$ cat src/rtl/power_event_pkg.sv
// constants for the power event and reset cause block
package power_event_pkg;
    localparam int ADDR_W = 12;
    localparam int DATA_W = 32;
    localparam logic [11:0] OFF_PF_WARN = 12'h108;
    localparam logic [11:0] OFF_SLEEP_ENTRY = 12'h114;
    localparam logic [11:0] OFF_SLEEP_EXIT = 12'h118;
    localparam logic [11:0] OFF_IRQ_SET = 12'h304;
    localparam logic [11:0] OFF_IRQ_CLR = 12'h308;
    localparam logic [11:0] OFF_RESET_CAUSE = 12'h400;
    localparam logic [11:0] OFF_PF_CONFIG = 12'h510;
    localparam logic [11:0] OFF_EVENT_STATUS = 12'h600;
    // event bit positions in enable and status registers
    localparam int EV_PF_WARN = 0;
    localparam int EV_SLEEP_ENTRY = 1;
    localparam int EV_SLEEP_EXIT = 2;
    localparam int NUM_EV = 3;
    // reset cause bit positions
    localparam int RC_PIN = 0;
    localparam int RC_WATCHDOG = 1;
    localparam int RC_SOFT = 2;
    localparam int RC_HANG = 3;
    localparam int RC_GPIO_WAKE = 4;
    localparam int RC_DEBUG_WAKE = 5;
    localparam int NUM_RC = 6;
    // comparator configuration fields
    localparam int PF_EN_BIT = 0;
    localparam int PF_THR_LSB = 1;
    localparam int PF_THR_W = 4;
    localparam logic [3:0] PF_THR_MIN = 4'h4;
    localparam logic [3:0] PF_THR_RESET = 4'h0;
    localparam logic [31:0] READ_ZERO = 32'h0000_0000;
endpackage

$ cat src/rtl/power_event_reset_cause.sv
// power event flags, interrupt enables and reset cause register
//
// The strobed register port was decided locally.
`timescale 1ns/1ns
//
// Behaviour
// - power-fail warning flag at 0x108
// - sleep-entry flag set on sleep start
// - sleep-exit flag set on sleep end
// - enable-set writes one, reads enable state
// - enable-set also covers both sleep events
// - enable-clear writes one disables, reads state
// - reset causes accumulate until software clears
// - writing one clears only that cause
// - no cause set means power-on reset
// - pin reset sets pin cause flag
// - watchdog reset sets watchdog cause flag
// - software reset sets soft cause flag
// - processor hang sets hang cause flag
// - gpio wake from off sets flag
// - debug wake from off sets flag
// - comparator enable and threshold codes 4-15
module power_event_reset_cause (
    input wire logic clk_sys,
    input wire logic reset,
    input wire logic por_reset,
    input wire logic [power_event_pkg::ADDR_W-1:0] bus_addr,
    input wire logic [power_event_pkg::DATA_W-1:0] bus_wdata,
    input wire logic bus_wr,
    input wire logic bus_rd,
    output logic [power_event_pkg::DATA_W-1:0] bus_rdata,
    input wire logic cpu_wait_sleep,
    input wire logic supply_low_async,
    input wire logic src_pin_reset,
    input wire logic src_watchdog,
    input wire logic src_soft_reset,
    input wire logic src_cpu_hang,
    input wire logic src_gpio_wake,
    input wire logic src_debug_wake,
    output logic power_fail_comparator_en,
    output logic [power_event_pkg::PF_THR_W-1:0] power_fail_threshold,
    output logic irq
);
    localparam int NE = power_event_pkg::NUM_EV;
    localparam int NR = power_event_pkg::NUM_RC;

    logic [NE-1:0] event_reg;
    logic [NE-1:0] event_next;
    logic [NE-1:0] enable_reg;
    logic [NR-1:0] cause_reg;
    logic [NR-1:0] cause_src;
    logic pf_en_reg;
    logic [power_event_pkg::PF_THR_W-1:0] pf_thr_reg;
    logic [2:0] low_sync_reg;
    logic low_state_reg;
    logic sleep_prev_reg;
    logic [power_event_pkg::DATA_W-1:0] rdata_reg;
    logic irq_reg;
    logic [NE-1:0] ev_hit;
    logic wr_pf, wr_entry, wr_exit, wr_set, wr_clr, wr_cause, wr_cfg;
    logic rd_status;

    assign wr_pf = bus_wr && bus_addr == power_event_pkg::OFF_PF_WARN;
    assign wr_entry = bus_wr && bus_addr == power_event_pkg::OFF_SLEEP_ENTRY;
    assign wr_exit = bus_wr && bus_addr == power_event_pkg::OFF_SLEEP_EXIT;
    assign wr_set = bus_wr && bus_addr == power_event_pkg::OFF_IRQ_SET;
    assign wr_clr = bus_wr && bus_addr == power_event_pkg::OFF_IRQ_CLR;
    assign wr_cause = bus_wr && bus_addr == power_event_pkg::OFF_RESET_CAUSE;
    assign wr_cfg = bus_wr && bus_addr == power_event_pkg::OFF_PF_CONFIG;
    assign rd_status = bus_rd && bus_addr == power_event_pkg::OFF_EVENT_STATUS;

    // supply-low input: three flops, change taken when stages two and three agree
    always_ff @(posedge clk_sys) begin
        if (reset) begin
            low_sync_reg <= 3'h0;
            low_state_reg <= 1'b0;
        end else begin
            low_sync_reg <= {low_sync_reg[1:0], supply_low_async};
            if (low_sync_reg[1] == low_sync_reg[2]) begin
                low_state_reg <= low_sync_reg[2];
            end
        end
    end

    always_ff @(posedge clk_sys) begin
        if (reset) begin
            sleep_prev_reg <= 1'b0;
        end else begin
            sleep_prev_reg <= cpu_wait_sleep;
        end
    end

    always_comb begin
        ev_hit = '0;
        ev_hit[power_event_pkg::EV_PF_WARN] = pf_en_reg && pf_thr_ok() && low_edge();
        ev_hit[power_event_pkg::EV_SLEEP_ENTRY] = cpu_wait_sleep && !sleep_prev_reg;
        ev_hit[power_event_pkg::EV_SLEEP_EXIT] = !cpu_wait_sleep && sleep_prev_reg;
    end

    function automatic logic pf_thr_ok();
        return pf_thr_reg >= power_event_pkg::PF_THR_MIN;
    endfunction

    logic low_prev_reg;
    always_ff @(posedge clk_sys) begin
        if (reset) begin
            low_prev_reg <= 1'b0;
        end else begin
            low_prev_reg <= low_state_reg;
        end
    end

    function automatic logic low_edge();
        return low_state_reg && !low_prev_reg;
    endfunction

    always_comb begin
        event_next = event_reg;
        if (wr_pf) begin
            event_next[power_event_pkg::EV_PF_WARN] = bus_wdata[0];
        end
        if (wr_entry) begin
            event_next[power_event_pkg::EV_SLEEP_ENTRY] = bus_wdata[0];
        end
        if (wr_exit) begin
            event_next[power_event_pkg::EV_SLEEP_EXIT] = bus_wdata[0];
        end
        if (rd_status) begin
            event_next = '0;
        end
        // hardware set wins over any clear
        event_next = event_next | ev_hit;
    end

    always_ff @(posedge clk_sys) begin
        if (reset) begin
            event_reg <= '0;
        end else begin
            event_reg <= event_next;
        end
    end

    always_ff @(posedge clk_sys) begin
        if (reset) begin
            enable_reg <= '0;
        end else if (wr_set) begin
            enable_reg <= enable_reg | bus_wdata[NE-1:0];
        end else if (wr_clr) begin
            enable_reg <= enable_reg & ~bus_wdata[NE-1:0];
        end
    end

    always_ff @(posedge clk_sys) begin
        if (reset) begin
            pf_en_reg <= 1'b0;
            pf_thr_reg <= power_event_pkg::PF_THR_RESET;
        end else if (wr_cfg) begin
            pf_en_reg <= bus_wdata[power_event_pkg::PF_EN_BIT];
            pf_thr_reg <= bus_wdata[power_event_pkg::PF_THR_LSB +: power_event_pkg::PF_THR_W];
        end
    end

    always_comb begin
        cause_src = '0;
        cause_src[power_event_pkg::RC_PIN] = src_pin_reset;
        cause_src[power_event_pkg::RC_WATCHDOG] = src_watchdog;
        cause_src[power_event_pkg::RC_SOFT] = src_soft_reset;
        cause_src[power_event_pkg::RC_HANG] = src_cpu_hang;
        cause_src[power_event_pkg::RC_GPIO_WAKE] = src_gpio_wake;
        cause_src[power_event_pkg::RC_DEBUG_WAKE] = src_debug_wake;
    end

    // cause flags survive the ordinary reset, which ORs the cause sources into them
    always_ff @(posedge clk_sys) begin
        if (por_reset) begin
            cause_reg <= '0;
        end else if (reset) begin
            cause_reg <= cause_reg | cause_src;
        end else if (wr_cause) begin
            cause_reg <= cause_reg & ~bus_wdata[NR-1:0];
        end
    end

    always_ff @(posedge clk_sys) begin
        if (reset) begin
            rdata_reg <= power_event_pkg::READ_ZERO;
        end else if (bus_rd) begin
            rdata_reg <= power_event_pkg::READ_ZERO;
            case (bus_addr)
                power_event_pkg::OFF_PF_WARN:
                    rdata_reg[0] <= event_reg[power_event_pkg::EV_PF_WARN];
                power_event_pkg::OFF_SLEEP_ENTRY:
                    rdata_reg[0] <= event_reg[power_event_pkg::EV_SLEEP_ENTRY];
                power_event_pkg::OFF_SLEEP_EXIT:
                    rdata_reg[0] <= event_reg[power_event_pkg::EV_SLEEP_EXIT];
                power_event_pkg::OFF_IRQ_SET, power_event_pkg::OFF_IRQ_CLR:
                    rdata_reg[NE-1:0] <= enable_reg;
                power_event_pkg::OFF_RESET_CAUSE:
                    rdata_reg[NR-1:0] <= cause_reg;
                power_event_pkg::OFF_PF_CONFIG: begin
                    rdata_reg[power_event_pkg::PF_EN_BIT] <= pf_en_reg;
                    rdata_reg[power_event_pkg::PF_THR_LSB +: power_event_pkg::PF_THR_W]
                        <= pf_thr_reg;
                end
                power_event_pkg::OFF_EVENT_STATUS:
                    rdata_reg[NE-1:0] <= event_reg;
                default:
                    rdata_reg <= power_event_pkg::READ_ZERO;
            endcase
        end else begin
            rdata_reg <= power_event_pkg::READ_ZERO;
        end
    end

    always_ff @(posedge clk_sys) begin
        if (reset) begin
            irq_reg <= 1'b0;
        end else begin
            // level irq from flag and enable
            irq_reg <= |(event_reg & enable_reg);
        end
    end

    assign bus_rdata = rdata_reg;
    assign irq = irq_reg;
    assign power_fail_comparator_en = pf_en_reg;
    assign power_fail_threshold = pf_thr_reg;
endmodule // power_event_reset_cause

$ cat config.mk
export PLATFORM = sky130hd
export DESIGN_NAME = power_event_reset_cause
export DESIGN_NICKNAME = d
export VERILOG_FILES = /design/src/rtl/power_event_pkg.sv /design/src/rtl/power_event_reset_cause.sv
export SDC_FILE = /design/constraint.sdc
export NUM_CORES = 1
export LEC_CHECK = 0
export BUFFER_PORTS_ARGS = -buffer_cell sky130_fd_sc_hd__buf_2
export CELL_PAD_IN_SITES_DETAIL_PLACEMENT = 1
export CELL_PAD_IN_SITES_GLOBAL_PLACEMENT = 1
export CORE_MARGIN = 4
export CORE_UTILIZATION = 30
export CTS_CLUSTER_DIAMETER = 40
export DETAILED_ROUTE_END_ITERATION = 16
export GPL_TIMING_DRIVEN = 0
export PLACE_DENSITY = 0.79
export SLEW_MARGIN = 40
export SYNTH_ARGS = -nofsm -noshare
export SYNTH_HDL_FRONTEND = slang
export SYNTH_SLANG_ARGS = --single-unit
$ cat constraint.sdc
create_clock -name clk_sys -period 2.1 [get_ports clk_sys]
set_clock_uncertainty 0.1 [all_clocks]
set_input_delay 0.21 -clock clk_sys [delete_from_list [all_inputs] [get_ports clk_sys]]
set_output_delay 0.21 -clock clk_sys [all_outputs]
set_load 0.02 [all_outputs]
Word-level counts from Yosys, hierarchy flattened
Index checks and enable logic that the tools add are counted.

$lt $le $gt $ge: 1. Bitwise gates (word level): 10. Equality and inequality tests: 9. Reductions and logical operators: 23. Multiplexer cells: 11.

Operators by type and width (count): $eq 12x11->1 const B (3); $eq 12x9->1 const B (3); $eq 12x10->1 const B (2); $logic_and 1x1->1 (13); $mux 6 (2); $mux 3 (3); $pmux 2 s4 (1); $and 3x3->3 (2); $and 6x6->6 (1); $not 6->6 (1); $or 3x3->3 (2); $or 6x6->6 (1); $pmux 1 s6 (1); $reduce_or 2->1 (3); $reduce_or 3->1 (2); $ge 4x3->1 const B (1); $pmux 2 s2 (1); $reduce_bool 2->1 (2); $logic_not 1->1 (3); $mux 1 (3); $not 3->3 (1); $not 1->1 (2); $eq 1x1->1 (1).

Bits of input ports: 57. Logic and storage cells: 67. Bits in registers: 56. Output and inout bits: 38.

Logic depth before layout (Yosys ltp)
Depth after elaboration: 5. Gate-level depth with buffers: 6. Mapped depth without buffers: 5.

Least setup slack after synthesis
Ideal clock, no wire load.

Kind: input -> register. Start point: input port bus_addr[4] in the netlist's numbering. End point: register (tool-made name). Stages on the path: 6. Required time: 1.885 ns. Setup time: 0.115 ns. Setup slack: 0.250 ns. Arrival: 1.634 ns. Buffers on the path: 1. Cells stage by stage: or4_4 -> nor4_2 -> and2_1 -> buf_6 -> a21oi_1 -> a31o_1.

RTL lines: from (decl) (RTL line power_event_reset_cause.sv:27) `input wire logic [power_event_pkg::ADDR_W-1:0] bus_addr,`.

==> reports/results.ini <==
[clocking]
post_cts_buffers = 0
cts_max_path_buffers = 2
cts_resized = 0
clock-sinks = 30
clk_pin_slew_worst_paths_ns = 0.06
htreeDepth = 2
cts_tree = done
cts_buffers = 5
cts_hold_buf = 0
root_buffer = clkbuf_8
insertion_delay_ns = 0.29

[drt]
drc = 0
drtIter0Drc = 62
vias_per_cell = 4.69
antenna_left = 0
vias = 1467
firstDrtPassIters = 4
wl_um = 4290
wl_per_cell_um = 13.7

[timing]
final.min_clock_period_ns = 1.90
period_share_pct = 90.4
rsz0062_at_grt = no
setup_viol = 0
slew_headroom_pct = 53.6
worstMarginPinSlew_ns = 0.690
timing.fmax_mhz = 527
holdWs_ns = 0.00973
hold_viol_final = 0
slew_violations = 0
timing.final.ws_setup_ns = 0.201

[global_routing]
grt_max_degree = 11
track_usage_pct = 14.3
first_global_vias = 1494
grt_pass1_wl_um = 7050
overflow = 0
grt_antenna_before_repair = 0

[worst_setup_path]
critPathBufInv = 2
slowest_delay_ns = 0.57
critPathSlowestCell = or4_4
crit_fanout = 6
start_kind = input pin
worstSetupPathType = in -> reg
path_cells = buf_2 > or4_4 > nor4_2 > and2_1 > buf_6 > a21oi_1 > a31o_1
cp.required_ns = 2.18
endpoint_kind = flip-flop
crit_family = simple AND/OR/NAND/NOR gates
worstPathArrival_ns = 1.98

[placement]
gp_congestion = 0.835
place_inst = 305
portBuffers = 42
dp_hpwl_um = 3470
placed_area_sq_um = 1930
dp_slack_ns = -0.0647

[synthesis]
ys_seq_area_share_pct = 38.9
post_synth_instance_area_sq_um = 1540
avgSynthCellArea_sq_um = 9.03
syn_inst = 171
synthArstFlopShare_pct = 0
synth_ff_type = dfxtp_1
synth_seq_cells = 30
synth_edf_count = 0
ys_types = 39
yosysWarningCount = 0

[finish]
fillers = 601
final_cell_area_sq_um = 2040
antenna_cells = 0
nets = 302
area.sequential_sq_um = 601
multiInputGateArea_sq_um = 812
drive_gt1_share_pct = 34.1
area_growth_pct = 32.3
stdcell_count = 313
final_common_cell = buf_2
final_cell_mix = 42 x buf_2, 30 x dfxtp_1, 26 x buf_4, 26 x conb_1, 17 x nor2_1

[pwr]
p_per_area_nw_per_um2 = 652
ir_drop_v = 0.000268
finalPower_mw = 1.33
power.leakage_nw = 0.896

[die]
die_area_sq_um = 6360
pin_count = 95
rows = 25
core_area_sq_um = 4850
initial_core_util_pct = 31.8
die-width_um = 79.7
die_height_um = 79.7

[min_path]
hp-class = in -> reg

[run_status]
status = complete, no violations

[run]
max_cap_violations = 0

==> synthesized netlist by cell type (all sizes together), types with 2 or more instances <==
library cell / count / share of area (%)
or3: 3 / 1.2
inv: 2 / 0.49
nand2b: 5 / 2.0
nor4b: 2 / 1.1
buf: 27 / 13
mux2i: 8 / 5.2
nand2: 11 / 2.7
a21oi: 11 / 3.6
a22oi: 3 / 1.5
clkbuf: 3 / 0.73
mux2: 2 / 1.5
nand3b: 4 / 1.9
a311oi: 6 / 3.4
dfxtp: 30 / 39
nor3: 6 / 2.6
o21ai: 2 / 0.65
a31o: 4 / 2.3
nor2: 17 / 4.1
a222oi: 3 / 1.9
nor2b: 6 / 2.4
==> area by class of cell <==
| class | count | share of cell area (%) |
|---|---|---|
| clock buffers | 8 | 5.39 |
| well taps | 67 | 4.11 |
| plain buffers | 30 | 10.7 |
| multi-input cells | 134 | 39.8 |
| flip-flops and latches | 30 | 29.4 |
| repair buffers | 42 | 10.3 |
| inverters | 2 | 0.368 |
==> where the power goes <==
group / leakage (nW) / internal (mW) / switching [mW] / total [mW]
clock: 0.0575 / 0.331 / 0.225 / 0.556
sequential: 0.244 / 0.583 / 0.00935 / 0.593
combinational: 0.594 / 0.0792 / 0.105 / 0.184
==> metal layers <==
layer | wire [um] | vias up | GRT usage (%)
met2 | 1910 | 56 | 22.0
met5 | 0 | - | 0
met4 | 91 | 0 | 5.41
li1 | - | 718 | -
met1 | 1940 | 681 | 18.0
met3 | 355 | 12 | 5.76
==> path summary, 6_finish.rpt <==
kind	start	to	slack [ns]	cells after the start
max	bus_addr[4]	flip-flop	0.20	7
min reg2reg	cause_reg[5]	bus_rdata[5]	0.34	2
max reg2reg	event_reg[2]	bus_rdata[0]	0.81	5
min	bus_wdata[5]	cause_reg[5]	0.01	2
==> through the flow <==
step                setup TNS (ns)  utilization, %
global placement            -0.213            39.8
finish                           0            42.1
CTS                              0            42.1
global route                     0            42.1
detailed placement          -0.288            39.8
floorplan                        0               -
==> cell families after synthesis <==
family	count (synthesis)	share of synthesized area (%)
AOI/OAI and AO/OA	35	16.5
xor gates and xnor gates	1	0.567
buffers and inverters	32	14.6
DFF	30	38.9
muxes	10	6.65
other	1	0.243
and+or+nand+nor	62	22.5
(Power assumes the default switching activity.)
